[src/logic/dmc_pkg.sv]
/*
 * Constants, register indices and carrier types of the four-channel
 * transfer controller. Assumes a single clock and an AXI4-Lite host.
 */
package dmc_pkg;
	localparam int NCH = 4;
	localparam int AW  = 24;
	localparam int DW  = 16;
	localparam int CW  = 16;
	localparam int XW  = 14;

	// Register indices; the byte address is four times the index.
	localparam logic [11:0] IDX_IC0 = 12'h068;
	localparam logic [11:0] IDX_IC1 = 12'h088;
	localparam logic [11:0] IDX_IC2 = 12'h06A;
	localparam logic [11:0] IDX_IC3 = 12'h08A;
	localparam logic [11:0] IDX_SL0 = 12'h378;
	localparam logic [11:0] IDX_CHB = 12'h400;

	localparam logic [2:0] K_IC   = 3'h0;
	localparam logic [2:0] K_SL   = 3'h1;
	localparam logic [2:0] K_MODE = 3'h2;
	localparam logic [2:0] K_FIX  = 3'h3;
	localparam logic [2:0] K_MEM  = 3'h4;
	localparam logic [2:0] K_MRL  = 3'h5;
	localparam logic [2:0] K_CNT  = 3'h6;
	localparam logic [2:0] K_CRL  = 3'h7;
	localparam logic [2:0] K_OFS  = 3'h2;

	localparam int SL_SW   = 5;
	localparam int IC_FLAG = 3;
	localparam int MD_DIR  = 0;
	localparam int MD_RPT  = 1;
	localparam int MD_EN   = 2;

	localparam logic [AW-1:0] ADDR_STEP = 24'h000001;
	localparam logic [CW-1:0] CNT_ONE   = 16'h0001;
	localparam logic [1:0]    RESP_OK   = 2'h0;
	localparam logic [1:0]    RESP_ERR  = 2'h2;

	typedef enum {ST_IDLE, ST_RD, ST_WR} dmc_state_t;

	typedef struct packed {
		logic [2:0]    mode;
		logic [AW-1:0] fix;
		logic [AW-1:0] mem;
		logic [AW-1:0] mrl;
		logic [CW-1:0] cnt;
		logic [CW-1:0] crl;
		logic [4:0]    src;
		logic          pend;
		logic [2:0]    lvl;
		logic          flag;
	} dmc_chan_t;

	typedef struct packed {
		logic          req;
		logic          we;
		logic [AW-1:0] addr;
		logic [DW-1:0] wdata;
	} dmc_mem_t;

	typedef struct packed {
		logic       hit;
		logic [2:0] kind;
		logic [1:0] ch;
	} dmc_dec_t;
endpackage

[src/logic/dmc_top.sv]
/*
 * Four-channel transfer controller with an AXI4-Lite register slave and
 * a request/acknowledge memory master port.
 * Assumes peripheral request lines on the same clock and a memory that
 * answers each held request with a one-cycle acknowledge.
 */
////////////////////////////////////////////////////////////////////////////
module dmc_top (
	input  wire logic                    aclk,
	input  wire logic                    aresetn,
	input  wire logic [dmc_pkg::XW-1:0]  s_axi_awaddr,
	input  wire logic                    s_axi_awvalid,
	output logic                         s_axi_awready,
	input  wire logic [31:0]             s_axi_wdata,
	input  wire logic [3:0]              s_axi_wstrb,
	input  wire logic                    s_axi_wvalid,
	output logic                         s_axi_wready,
	output logic [1:0]                   s_axi_bresp,
	output logic                         s_axi_bvalid,
	input  wire logic                    s_axi_bready,
	input  wire logic [dmc_pkg::XW-1:0]  s_axi_araddr,
	input  wire logic                    s_axi_arvalid,
	output logic                         s_axi_arready,
	output logic [31:0]                  s_axi_rdata,
	output logic [1:0]                   s_axi_rresp,
	output logic                         s_axi_rvalid,
	input  wire logic                    s_axi_rready,
	input  wire logic [31:0]             periph_req,
	output dmc_pkg::dmc_mem_t            mem_cmd,
	input  wire logic                    mem_ack,
	input  wire logic [dmc_pkg::DW-1:0]  mem_rdata,
	output logic [dmc_pkg::NCH-1:0]      irq_req
);

	////////////////////////////////////////////////////////////////////////
	function automatic dmc_pkg::dmc_dec_t dec(input logic [13:0] a);
		dmc_pkg::dmc_dec_t d;
		logic [11:0]       ix;
		d  = '0;
		ix = a[13:2];
		if (ix == dmc_pkg::IDX_IC0)
			d = '{1'b1, dmc_pkg::K_IC, 2'h0};
		else if (ix == dmc_pkg::IDX_IC1)
			d = '{1'b1, dmc_pkg::K_IC, 2'h1};
		else if (ix == dmc_pkg::IDX_IC2)
			d = '{1'b1, dmc_pkg::K_IC, 2'h2};
		else if (ix == dmc_pkg::IDX_IC3)
			d = '{1'b1, dmc_pkg::K_IC, 2'h3};
		else if (ix[11:2] == dmc_pkg::IDX_SL0[11:2])
			d = '{1'b1, dmc_pkg::K_SL, ix[1:0]};
		else if (ix[11:5] == dmc_pkg::IDX_CHB[11:5] && ix[2:0] < 3'h6)
			d = '{1'b1, 3'(ix[2:0] + dmc_pkg::K_OFS), ix[4:3]};
		return d;
	endfunction

	function automatic logic [31:0] rd_reg(input dmc_pkg::dmc_dec_t d,
		input dmc_pkg::dmc_chan_t c);
		logic [31:0] v;
		v = 32'h0;
		case (d.kind)
			dmc_pkg::K_IC:   v = {28'h0, c.flag, c.lvl};
			dmc_pkg::K_SL:   v = {24'h0, c.pend, 2'h0, c.src};
			dmc_pkg::K_MODE: v = {29'h0, c.mode};
			dmc_pkg::K_FIX:  v = {8'h0, c.fix};
			dmc_pkg::K_MEM:  v = {8'h0, c.mem};
			dmc_pkg::K_MRL:  v = {8'h0, c.mrl};
			dmc_pkg::K_CNT:  v = {16'h0, c.cnt};
			default:         v = {16'h0, c.crl};
		endcase
		return v;
	endfunction

	function automatic logic [31:0] merge(input logic [31:0] old,
		input logic [31:0] nw, input logic [3:0] strb);
		logic [31:0] m;
		m = {{8{strb[3]}}, {8{strb[2]}}, {8{strb[1]}}, {8{strb[0]}}};
		return (old & ~m) | (nw & m);
	endfunction

	////////////////////////////////////////////////////////////////////////
	dmc_pkg::dmc_chan_t   ch_ff   [dmc_pkg::NCH];
	dmc_pkg::dmc_chan_t   nxt_ch  [dmc_pkg::NCH];
	dmc_pkg::dmc_chan_t   cur;
	dmc_pkg::dmc_state_t  st_ff,  nxt_st;
	dmc_pkg::dmc_mem_t    mem_ff, nxt_mem;
	dmc_pkg::dmc_dec_t    dw, dr;
	logic [1:0]           cur_ff, nxt_cur;
	logic [31:0]          prev_ff, nxt_prev;
	logic                 awh_ff, nxt_awh, wh_ff, nxt_wh;
	logic [13:0]          awa_ff, nxt_awa;
	logic [31:0]          wd_ff,  nxt_wd;
	logic [3:0]           ws_ff,  nxt_ws;
	logic                 awr_ff, nxt_awr, wr_ff, nxt_wr, arr_ff, nxt_arr;
	logic                 bv_ff,  nxt_bv,  rv_ff, nxt_rv;
	logic [1:0]           br_ff,  nxt_br,  rr_ff, nxt_rr;
	logic [31:0]          rd_ff,  nxt_rd;
	logic [31:0]          wv;
	logic [dmc_pkg::NCH-1:0] swreq;
	logic                 found;

	assign cur           = ch_ff[cur_ff];
	assign mem_cmd       = mem_ff;
	assign s_axi_awready = awr_ff;
	assign s_axi_wready  = wr_ff;
	assign s_axi_arready = arr_ff;
	assign s_axi_bvalid  = bv_ff;
	assign s_axi_bresp   = br_ff;
	assign s_axi_rvalid  = rv_ff;
	assign s_axi_rresp   = rr_ff;
	assign s_axi_rdata   = rd_ff;

	genvar gi;
	generate
		for (gi = 0; gi < dmc_pkg::NCH; gi++) begin : g_irq
			assign irq_req[gi] = ch_ff[gi].flag;
		end
	endgenerate

	////////////////////////////////////////////////////////////////////////
	always_comb begin
		nxt_ch   = ch_ff;
		nxt_st   = st_ff;
		nxt_cur  = cur_ff;
		nxt_mem  = mem_ff;
		nxt_prev = periph_req;
		nxt_awh  = awh_ff;
		nxt_wh   = wh_ff;
		nxt_awa  = awa_ff;
		nxt_wd   = wd_ff;
		nxt_ws   = ws_ff;
		nxt_bv   = bv_ff;
		nxt_br   = br_ff;
		nxt_rv   = rv_ff;
		nxt_rr   = rr_ff;
		nxt_rd   = rd_ff;
		swreq    = '0;
		found    = 1'b0;
		wv       = 32'h0;
		dw       = dec(awa_ff);
		dr       = dec(s_axi_araddr);

		// The engine runs first so that a write or a new request in the
		// same cycle overrides its update, except a flag it sets, which an IC write keeps.
		case (st_ff)
			dmc_pkg::ST_IDLE: begin
				for (int i = dmc_pkg::NCH - 1; i >= 0; i--) begin
					if (ch_ff[i].pend && ch_ff[i].mode[dmc_pkg::MD_EN] &&
						ch_ff[i].cnt != '0) begin
						found   = 1'b1;
						nxt_cur = 2'(i);
					end
				end
				if (found) begin
					nxt_ch[nxt_cur].pend = 1'b0;
					nxt_mem.req = 1'b1;
					nxt_mem.we  = 1'b0;
					nxt_mem.addr = ch_ff[nxt_cur].mode[dmc_pkg::MD_DIR] ?
						ch_ff[nxt_cur].fix : ch_ff[nxt_cur].mem;
					nxt_st = dmc_pkg::ST_RD;
				end
			end
			dmc_pkg::ST_RD: begin
				if (mem_ack) begin
					nxt_mem.we    = 1'b1;
					nxt_mem.wdata = mem_rdata;
					nxt_mem.addr  = cur.mode[dmc_pkg::MD_DIR] ?
						cur.mem : cur.fix;
					nxt_st = dmc_pkg::ST_WR;
				end
			end
			dmc_pkg::ST_WR: begin
				if (mem_ack) begin
					nxt_mem.req = 1'b0;
					nxt_mem.we  = 1'b0;
					nxt_ch[cur_ff].cnt = cur.cnt - dmc_pkg::CNT_ONE;
					nxt_ch[cur_ff].mem = cur.mem + dmc_pkg::ADDR_STEP;
					if (cur.cnt == dmc_pkg::CNT_ONE) begin
						nxt_ch[cur_ff].flag = 1'b1;
						if (cur.mode[dmc_pkg::MD_RPT]) begin
							nxt_ch[cur_ff].cnt = cur.crl;
							nxt_ch[cur_ff].mem = cur.mrl;
						end
					end
					nxt_st = dmc_pkg::ST_IDLE;
				end
			end
			default: nxt_st = dmc_pkg::ST_IDLE;
		endcase

		// Register writes wait for both address and data.
		if (s_axi_awvalid && awr_ff) begin
			nxt_awh = 1'b1;
			nxt_awa = s_axi_awaddr;
		end
		if (s_axi_wvalid && wr_ff) begin
			nxt_wh = 1'b1;
			nxt_wd = s_axi_wdata;
			nxt_ws = s_axi_wstrb;
		end
		if (bv_ff && s_axi_bready)
			nxt_bv = 1'b0;
		if (awh_ff && wh_ff && !bv_ff) begin
			nxt_awh = 1'b0;
			nxt_wh  = 1'b0;
			nxt_bv  = 1'b1;
			nxt_br  = dw.hit ? dmc_pkg::RESP_OK : dmc_pkg::RESP_ERR;
			wv = merge(rd_reg(dw, ch_ff[dw.ch]), wd_ff, ws_ff);
			if (dw.hit) begin
				case (dw.kind)
					dmc_pkg::K_IC: begin
						nxt_ch[dw.ch].lvl = wv[2:0];
						// Software may only clear the flag.
						nxt_ch[dw.ch].flag = nxt_ch[dw.ch].flag &
							(wv[dmc_pkg::IC_FLAG] | ch_ff[dw.ch].flag !=
							nxt_ch[dw.ch].flag);
					end
					dmc_pkg::K_SL: begin
						nxt_ch[dw.ch].src = wv[4:0];
						swreq[dw.ch] = wv[dmc_pkg::SL_SW];
					end
					dmc_pkg::K_MODE: nxt_ch[dw.ch].mode = wv[2:0];
					dmc_pkg::K_FIX:  nxt_ch[dw.ch].fix  = wv[23:0];
					dmc_pkg::K_MEM:  nxt_ch[dw.ch].mem  = wv[23:0];
					dmc_pkg::K_MRL:  nxt_ch[dw.ch].mrl  = wv[23:0];
					dmc_pkg::K_CNT:  nxt_ch[dw.ch].cnt  = wv[15:0];
					default:         nxt_ch[dw.ch].crl  = wv[15:0];
				endcase
			end
		end

		if (rv_ff && s_axi_rready)
			nxt_rv = 1'b0;
		if (s_axi_arvalid && arr_ff) begin
			nxt_rv = 1'b1;
			nxt_rr = dr.hit ? dmc_pkg::RESP_OK : dmc_pkg::RESP_ERR;
			nxt_rd = dr.hit ? rd_reg(dr, ch_ff[dr.ch]) : 32'h0;
		end

		// A request edge sets pending last, so it beats the engine's clear.
		for (int i = 0; i < dmc_pkg::NCH; i++) begin
			if (((periph_req[ch_ff[i].src] && !prev_ff[ch_ff[i].src]) ||
				swreq[i]) && nxt_ch[i].mode[dmc_pkg::MD_EN] &&
				nxt_ch[i].cnt != '0)
				nxt_ch[i].pend = 1'b1;
		end

		nxt_awr = !nxt_awh && !nxt_bv;
		nxt_wr  = !nxt_wh && !nxt_bv;
		nxt_arr = !nxt_rv;
	end

	always_ff @(posedge aclk) begin
		if (!aresetn) begin
			for (int i = 0; i < dmc_pkg::NCH; i++)
				ch_ff[i] <= '0;
			st_ff   <= dmc_pkg::ST_IDLE;
			cur_ff  <= 2'h0;
			mem_ff  <= '0;
			{prev_ff, awa_ff, wd_ff, ws_ff, rd_ff} <= '0;
			{awh_ff, wh_ff, awr_ff, wr_ff, arr_ff} <= '0;
			{bv_ff, br_ff, rv_ff, rr_ff} <= '0;
		end else begin
			ch_ff   <= nxt_ch;
			st_ff   <= nxt_st;
			cur_ff  <= nxt_cur;
			mem_ff  <= nxt_mem;
			prev_ff <= nxt_prev;
			awh_ff  <= nxt_awh;
			wh_ff   <= nxt_wh;
			awa_ff  <= nxt_awa;
			wd_ff   <= nxt_wd;
			ws_ff   <= nxt_ws;
			awr_ff  <= nxt_awr;
			wr_ff   <= nxt_wr;
			arr_ff  <= nxt_arr;
			bv_ff   <= nxt_bv;
			br_ff   <= nxt_br;
			rv_ff   <= nxt_rv;
			rr_ff   <= nxt_rr;
			rd_ff   <= nxt_rd;
		end
	end

	////////////////////////////////////////////////////////////////////////
	a_irq_last: assert property (@(posedge aclk) disable iff (!aresetn)
		st_ff == dmc_pkg::ST_WR && mem_ack && cur.cnt == 16'h0001
		|=> irq_req[$past(cur_ff)])
		else $error("flag not raised when count stepped to zero");
	a_cnt_step: assert property (@(posedge aclk) disable iff (!aresetn)
		st_ff == dmc_pkg::ST_WR && mem_ack && cur.cnt > 16'h0001
		&& !(awh_ff && wh_ff) |=> cur.cnt == $past(cur.cnt) - 16'h0001)
		else $error("count did not drop by one");
	a_rpt_reload: assert property (@(posedge aclk) disable iff (!aresetn)
		st_ff == dmc_pkg::ST_WR && mem_ack && cur.cnt == 16'h0001 &&
		cur.mode[1] && !(awh_ff && wh_ff) |=> cur.cnt == $past(cur.crl)
		&& cur.mem == $past(cur.mrl))
		else $error("repeat reload missed");
	a_mem_step: assert property (@(posedge aclk) disable iff (!aresetn)
		st_ff == dmc_pkg::ST_WR && mem_ack && cur.cnt > 16'h0001 &&
		!(awh_ff && wh_ff) |=> cur.mem == $past(cur.mem) + 24'h000001)
		else $error("memory pointer did not step");
	a_fix_side: assert property (@(posedge aclk) disable iff (!aresetn)
		st_ff == dmc_pkg::ST_WR && !cur.mode[0] && mem_cmd.req
		|-> mem_cmd.we && mem_cmd.addr == cur.fix)
		else $error("fixed side address wrong");
	a_rd_wr: assert property (@(posedge aclk) disable iff (!aresetn)
		st_ff == dmc_pkg::ST_RD && mem_ack
		|=> mem_cmd.req && mem_cmd.we ##1 mem_cmd.req)
		else $error("write did not follow read");
	a_zero_skip: assert property (@(posedge aclk) disable iff (!aresetn)
		$rose(mem_cmd.req) |-> cur.cnt != 16'h0000 && cur.mode[2])
		else $error("transfer started on empty channel");
	a_src_edge: assert property (@(posedge aclk) disable iff (!aresetn)
		st_ff != dmc_pkg::ST_IDLE && ch_ff[2].mode[2] && cur_ff != 2'h2 &&
		ch_ff[2].cnt != 16'h0000 && !(awh_ff && wh_ff) &&
		periph_req[ch_ff[2].src] && !prev_ff[ch_ff[2].src]
		|=> ch_ff[2].pend)
		else $error("selected source edge lost");
	a_sw_req: assert property (@(posedge aclk) disable iff (!aresetn)
		awh_ff && wh_ff && !bv_ff && dw.hit && dw.kind == 3'h1 &&
		wv[5] && ch_ff[dw.ch].mode[2] && ch_ff[dw.ch].cnt != 16'h0000 &&
		cur_ff != dw.ch &&
		st_ff != dmc_pkg::ST_IDLE |=> ch_ff[$past(dw.ch)].pend)
		else $error("software request not pending");

endmodule // dmc_top

[config.mk]
export PLATFORM = sky130hd
export DESIGN_NAME = dmc_top
export DESIGN_NICKNAME = d
export VERILOG_FILES = /design/src/logic/dmc_pkg.sv /design/src/logic/dmc_top.sv
export SDC_FILE = /design/constraint.sdc
export NUM_CORES = 2
export LEC_CHECK = 0
export ABC_CLOCK_PERIOD_IN_PS = 12200
export BUFFER_PORTS_ARGS = -buffer_cell sky130_fd_sc_hd__buf_2
export CORE_MARGIN = 2
export CORE_UTILIZATION = 39
export DETAILED_ROUTE_END_ITERATION = 10
export PLACE_DENSITY = 0.61
export REMOVE_ABC_BUFFERS = 1
export SYNTH_ARGS = -nofsm -noshare
export SYNTH_HDL_FRONTEND = slang
export SYNTH_SLANG_ARGS = --single-unit
[constraint.sdc]
create_clock -name aclk -period 12.2 [get_ports aclk]
set_input_delay 2.44 -clock aclk [delete_from_list [all_inputs] [get_ports aclk]]
set_output_delay 2.44 -clock aclk [all_outputs]
set_load 0.005 [all_outputs]
# Word level (Yosys, flattened, before mapping)
# Index checks and enable logic that the tools add are counted.
dict set report totals {
  ff_bits 660
  inputBits 120
  output_inout_bits 87
  wordCells 325
}
dict set report op_classes {
  n_addsub 4
  n_lt_le_gt_ge 15
  n_eq_ne 31
  mux 137
  bitwise_logic 11
  reduce_logical 67
}
# cell n
set ops {}
lappend ops {{$bwmux W468} 15}
lappend ops {{$pmux W468 S7} 1}
lappend ops {{$demux W117 S2} 13}
lappend ops {{$mux W468} 6}
lappend ops {{$bmux W117 S2} 5}
lappend ops {{$pmux W468 S2} 1}
lappend ops {{$mux W117} 5}
lappend ops {{$pmux W24 S7} 2}
lappend ops {{$mux W116} 2}
lappend ops {{$mux W115} 2}
lappend ops {{$mux W90} 2}
lappend ops {{$mux W32} 4}
lappend ops {{$reduce_bool A16 Y1} 8}
lappend ops {{$mux W114} 1}
lappend ops {{$pmux W32 S3} 1}
lappend ops {{$mux W42} 2}
lappend ops {{$mux W24} 3}
lappend ops {{$mux W6} 12}
lappend ops {{$mux W66} 1}
lappend ops {{$mux W26} 2}
lappend ops {{$and A24 B24 Y24} 2}
lappend ops {{$eq A12 B7 Y1 const B} 4}
lappend ops {{$eq A12 B8 Y1 const B} 4}
lappend ops {{$pmux W24 S2} 1}
lappend ops {{other kinds (45)} 166}

# Logic depth before layout (Yosys ltp)
dict set report depth {
  word_depth 30
  depth_mapped 20
  ltp_nobuf 14
}

# Least setup slack after synthesis
# No wires, ideal clock.
dict set report synth_timing {
  kind {input-to-reg}
  from {in s_axi_araddr[13] in the netlist's numbering}
  to {reg rd_ff[14], in the netlist s_axi_rdata[14]}
  arrival_ns 5.673
  setup_slack_ns 6.400
  stages 12
  path_buffers 5
  cell_sequence {or2_2 nor4_1 a22o_1 clkbuf_1 buf_1 buf_1 buf_1 buf_1 mux2i_1 nand2_1 o211ai_1 a31oi_1}
}
dict set report synth_between {
  elab_chain_cells 14
}
# item line
set synth_rtl {}
lappend synth_rtl {{start: declaration} dmc_top.sv:21} ;# input wire logic [dmc_pkg::XW-1:0] s_axi_araddr,
lappend synth_rtl {{$eq A7 B6 Y1} dmc_top.sv:51} ;# else if (ix[11:5] == dmc_pkg::IDX_CHB[11:5] && ix[2:0] < 3'h6)
lappend synth_rtl {{$logic_and A1 B1 Y1} dmc_top.sv:51}
lappend synth_rtl {{$mux W6} dmc_top.sv:51}
lappend synth_rtl {{$mux W6} dmc_top.sv:49} ;# else if (ix[11:2] == dmc_pkg::IDX_SL0[11:2])
lappend synth_rtl {{$mux W6} dmc_top.sv:47} ;# else if (ix == dmc_pkg::IDX_IC3)
lappend synth_rtl {{$mux W6} dmc_top.sv:45} ;# else if (ix == dmc_pkg::IDX_IC2)
lappend synth_rtl {{$mux W6} dmc_top.sv:43} ;# else if (ix == dmc_pkg::IDX_IC1)
lappend synth_rtl {{$mux W6 *} dmc_top.sv:41} ;# if (ix == dmc_pkg::IDX_IC0)
lappend synth_rtl {{$not A2 Y3 (not written as such)} dmc_top.sv:236} ;# nxt_rd = dr.hit ? rd_reg(dr, ch_ff[dr.ch]) : 32'h0;
lappend synth_rtl {{$bmux W117 S2} dmc_top.sv:236}
lappend synth_rtl {{$mux W117 (not written as such) (2 in series)} dmc_top.sv:236}
lappend synth_rtl {{$pmux W24 S7} dmc_top.sv:60} ;# case (d.kind)
lappend synth_rtl {{$mux W32 *} dmc_top.sv:236}
lappend synth_rtl {{end signal: assignment} dmc_top.sv:280} ;# rd_ff <= nxt_rd;
lappend synth_rtl {{end: declaration} dmc_top.sv:96} ;# logic [31:0] rd_ff, nxt_rd;
# Every way passes the cells marked *; elsewhere a longest branch is shown, timed or not. The select of a mux whose other input is x is not followed.
# A chain may end at the register's enable or synchronous reset.

# Worst setup path after layout
dict set report layout_timing {
  from {reg awa_ff[2]}
  to {reg ch_ff[355] in the netlist's numbering}
}
dict set report layout_between {
  elab_chain_cells 24
}
# item line
set layout_rtl {}
lappend layout_rtl {{start: declaration} dmc_top.sv:90} ;# logic [13:0] awa_ff, nxt_awa;
lappend layout_rtl {{start signal: assignment} dmc_top.sv:270} ;# awa_ff <= nxt_awa;
lappend layout_rtl {{$lt A3 B3 Y1} dmc_top.sv:51}
lappend layout_rtl {{$logic_and A1 B1 Y1} dmc_top.sv:51}
lappend layout_rtl {{$mux W6} dmc_top.sv:51}
lappend layout_rtl {{$mux W6} dmc_top.sv:49}
lappend layout_rtl {{$mux W6} dmc_top.sv:47}
lappend layout_rtl {{$mux W6} dmc_top.sv:45}
lappend layout_rtl {{$mux W6} dmc_top.sv:43}
lappend layout_rtl {{$mux W6 *} dmc_top.sv:41}
lappend layout_rtl {{parallel branches: the longest is 15 deep, another holds $bwmux W468} n/a}
lappend layout_rtl {{$mux W1 *} dmc_top.sv:241} ;# if (((periph_req[ch_ff[i].src] && !prev_ff[ch_ff[i].src]) ||
lappend layout_rtl {{end signal: assignment} dmc_top.sv:263} ;# ch_ff <= nxt_ch;
lappend layout_rtl {{end: declaration} dmc_top.sv:81} ;# dmc_pkg::dmc_chan_t ch_ff [dmc_pkg::NCH];
# Mark *: on every way between the ends. The select of a mux whose other input is x is not followed.

==> results.json <==
{
  "route.final.wire_length_mm": 192.7,
  "detailedRoute.firstPassIterationCount": 9,
  "clock_sink_count": 618,
  "io_pins": 207,
  "synth_warnings": 0,
  "mostFrequentLayoutCells": "1284 x nand2_1, 616 x dfxtp_1, 500 x a21oi_1",
  "fillers": 10351,
  "worstReg2RegEnd": "ch_ff[355]",
  "multi_input_area_sq_mm": 0.02588,
  "power_frac_clock": 0.506,
  "drive_gt1_frac": 0.1461,
  "postCtsSetupRepairBufs": 0,
  "dpl.hpwl_mm": 121.1,
  "worst_ir_drop_vdd_v": 0.0001017,
  "slowest_stage": "nor4b_1",
  "worst_hold_endpoint": "mem_cmd[6]",
  "power_leakage_nw": 14.71,
  "antenna_found_initial": 5,
  "fin_skew_ns": 0.03131,
  "synth.yosys.seq_area_share": 0.3101,
  "setup_repair_after_global_routing_missed_its_margin": "false",
  "detailroute.via_count": 43607,
  "run_status": "finished, final reports clean",
  "cts_buffers": 75,
  "coreArea_sq_mm": 0.1016,
  "synth_compound_area_frac": 0.2158,
  "netlist_area_before_placement_sq_mm": 0.03990,
  "cellPowerDensity_mw_per_mm2": 102.1,
  "sequential_cell_area_sq_mm": 0.01238,
  "yosys_most_used_dff": "dfxtp_1",
  "drt_iter0_drc": 6324,
  "synth_cell_types": 81,
  "post_synth_and_or_nand_nor_area_fraction": 0.2436,
  "synth.area.mux_share": 0.1717,
  "clk-insertion-delay-late_ns": 0.67,
  "slew_viol_final": 0,
  "max-slew-margin-rel": 0.1227,
  "grt_pass1_vias": 40162,
  "rows": 117,
  "synthToLayoutAreaGrowth_pct": 11.48,
  "tritoncts_clock_tree": "built",
  "period_minus_slack_ns": 6.937,
  "timing.final.ws_setup_ns": 5.263,
  "cts.path.max_buffers": 3,
  "fin_crit_sh": 0.5686,
  "switching_share": 0.2509,
  "yosys.area_share.xor_xnor": 0.006147,
  "clk_pin_slew_worst_paths_ns": 0.07,
  "floorplan.die.width_um": 323.9,
  "timing.critical_path.from_type": "flop",
  "reg2regPathDepth": 12,
  "dp.cells": 6531,
  "grt_remaining_overflow": 0,
  "hold_buffers": 0,
  "crit_path_frequent_cell": "nand3_1",
  "power.switching_mw": 1.140,
  "max_cap_viol_count": 0,
  "routabilityCongestion": 1.034,
  "worst_hold_path.num_cells": 2,
  "cp_data_arrival_time_ns": 7.44,
  "worst_hold_startpoint": "mem_cmd[6]",
  "maxClockFrequency_mhz": 144.2,
  "post_layout_instance_count_excluding_filler_cells": 6668,
  "grt_use_total": 0.3568,
  "cp.required_ns": 12.70,
  "ctsHtreeMaxLevel": 3,
  "critical_path_max_stage_delay_ns": 0.93,
  "die_height_um": 323.9,
  "asyncSetResetFlopFracSynth": 0,
  "first_pass_grt_wire_length_mm": 276.7,
  "starting_density_of_the_core": 0.3927,
  "grt_start_max_net_pins": 141,
  "detail_route.drc_violations": 0,
  "timing_worst_slew_pin_value_ns": 1.315,
  "cts_root_buffer": "clkbuf_16",
  "mostFrequentLayoutCell": "nand2_1",
  "synth_fa_ha_area_frac": 0.001568,
  "setup_viol_count_final": 0,
  "power.share.sequential": 0.451,
  "cts.repair.resized": 0,
  "postSynthRegisterBits": 618,
  "synth-edff-count": 0,
  "worstHoldPathType": "reg2reg",
  "routed_wire_per_std_cell_um": 28.90,
  "vias_per_cell": 6.540,
  "critPathCaptureType": "flop",
  "r2r_slack_ns": 5.26,
  "postLayoutCellArea_sq_mm": 0.04448,
  "timing.critical_path.fanout_max": 45,
  "final_hold_viol_count": 0,
  "internal-power_mw": 3.403,
  "combinationalPowerShare": 0.042,
  "mean_instance_size_in_the_synthesized_netlist_sq_um": 7.505,
  "detailed_place.area_sq_mm": 0.04203,
  "floorplan.die_area_sq_mm": 0.1049,
  "pre_cts_ws_ns": 5.258,
  "portBuffers": 183,
  "synth_cells": 5316,
  "largest_family_of_logic_cells_by_synthesized_area": "simple AND/OR/NAND/NOR gates",
  "crit-reg2reg-launch": "awa_ff[2]",
  "postRouteAntennaNets": 0,
  "worst-setup-path-type": "reg2reg",
  "finish.net_count": 5365,
  "cell_chain_critical_path": "nor4b_1 > nand3_1 > nand3_4 > buf_4 > mux2_2 > o211ai_1 > nand4_1 > o311a_1 > o21ai_1 > nand3_1 > a211oi_1 > a41oi_1"
}
kinds of logic (layout without fill, tap and decap cells):
logic type                 count (synthesis)  count (layout)
buffers and inverters                    508             480
AOI/OAI and AO/OA                       1380            1380
DFF                                      618             618
xor gates and xnor gates                  28              28
muxes                                    514             514
other                                      1              13
and+or+nand+nor                         2262            2262
adders and majority gates                  5               5
critical path: cells and delay by family (launching register included):
| kind | cells | cell delay (ns) |
|---|---|---|
| buffers and inverters | 1 | 0.81 |
| AND/OR/NAND/NOR | 5 | 2.96 |
| flip-flops | 1 | 0.50 |
| AO/OA/AOI/OAI | 5 | 2.03 |
| multiplexers | 1 | 0.42 |
worst max path at each step:
stage               slack, ns        endpoint  cells after the start             start
CTS                      5.76      ch_ff[121]                     13         awa_ff[2]
global route             5.43      ch_ff[355]                     12         awa_ff[2]
finish                   5.26      ch_ff[355]                     12         awa_ff[2]
global placement         5.26  s_axi_rdata[3]                     13  s_axi_araddr[13]
floorplan               -0.04  s_axi_rdata[3]                     11  s_axi_araddr[13]
detailed placement       5.26  s_axi_rdata[3]                     13  s_axi_araddr[13]
stage by stage:
stage	util	setup TNS (ns)	hold WS, ns	power, mW
6_report	0.4378	0	0.4487	4.542
5_1_grt	0.4377	0	0.4668	4.643
4_1_cts	0.4377	0	0.4514	4.544
3_5_place_dp	0.4137	0	0.4437	2.280
3_3_place_gp	0.4137	0	0.4391	2.278
2_1_floorplan	-	-0.06772	0.4213	2.184
final cells by class:
cell class	count	area share
multi-input cells	4199	0.5819
flip-flops and latches	618	0.2783
clock buffers	110	0.05013
repair buffers	313	0.04338
well taps	1368	0.03848
clock inverters	24	0.004698
inverters	33	0.002954
diodes	3	0.0001688
synth_stat cells, types with 10 or more instances:
| master | n | share of area |
|---|---|---|
| nor4_1 | 38 | 0.0060 |
| o22ai_1 | 23 | 0.0036 |
| nor3_1 | 54 | 0.0068 |
| and3_1 | 42 | 0.0066 |
| o31ai_1 | 13 | 0.0024 |
| xor2_1 | 16 | 0.0035 |
| buf_2 | 45 | 0.0056 |
| o21ai_1 | 31 | 0.0039 |
| o31a_1 | 10 | 0.0022 |
| nand3_1 | 145 | 0.018 |
| xnor2_1 | 12 | 0.0026 |
| o21ai_0 | 239 | 0.030 |
| a22oi_1 | 31 | 0.0058 |
| dfxtp_1 | 618 | 0.31 |
| or3_1 | 12 | 0.0019 |
| nand2b_1 | 17 | 0.0027 |
| and2_1 | 92 | 0.014 |
| nand4_1 | 30 | 0.0047 |
| buf_4 | 14 | 0.0026 |
| or2_2 | 10 | 0.0016 |
| or4_1 | 10 | 0.0019 |
| mux4_2 | 123 | 0.069 |
| clkbuf_1 | 353 | 0.033 |
| mux2_2 | 131 | 0.037 |
| and4_1 | 10 | 0.0022 |
| nand2_1 | 1291 | 0.12 |
| a21oi_1 | 504 | 0.063 |
| o211ai_1 | 86 | 0.016 |
| buf_1 | 60 | 0.0056 |
| a221oi_1 | 22 | 0.0048 |
| inv_1 | 31 | 0.0029 |
| nor2b_1 | 60 | 0.0094 |
| a311oi_1 | 70 | 0.015 |
| nor2_1 | 423 | 0.040 |
| a2111oi_0 | 25 | 0.0055 |
| a31oi_1 | 57 | 0.0089 |
| a211oi_1 | 170 | 0.032 |
| mux2i_1 | 258 | 0.065 |
registers in the layout (all words and copies together) (netlist names), 2 cells and up:
signal,count
ch_ff,464
mem_cmd,42
prev_ff,32
s_axi_rdata,24
wd_ff,24
awa_ff,12
irq_req,4
ws_ff,3
cur_ff,2
st_ff,2
power by group through the flow:
stage                     clock network, mW  logic [mW]  registers [mW]
final                                  2.30       0.191            2.05
after global routing                   2.39       0.202            2.05
after CTS                              2.31       0.186            2.05
after detailed placement                  0       0.185            2.09
after global placement                    0       0.183            2.09
after floorplan                           0      0.0962            2.09
routing by layer:
metal	share of wire	GRT usage
met2	0.41	0.5241
met5	0.00026	0
met1	0.38	0.4588
met3	0.13	0.09765
met4	0.076	0.2313
(Power assumes the default switching activity.)
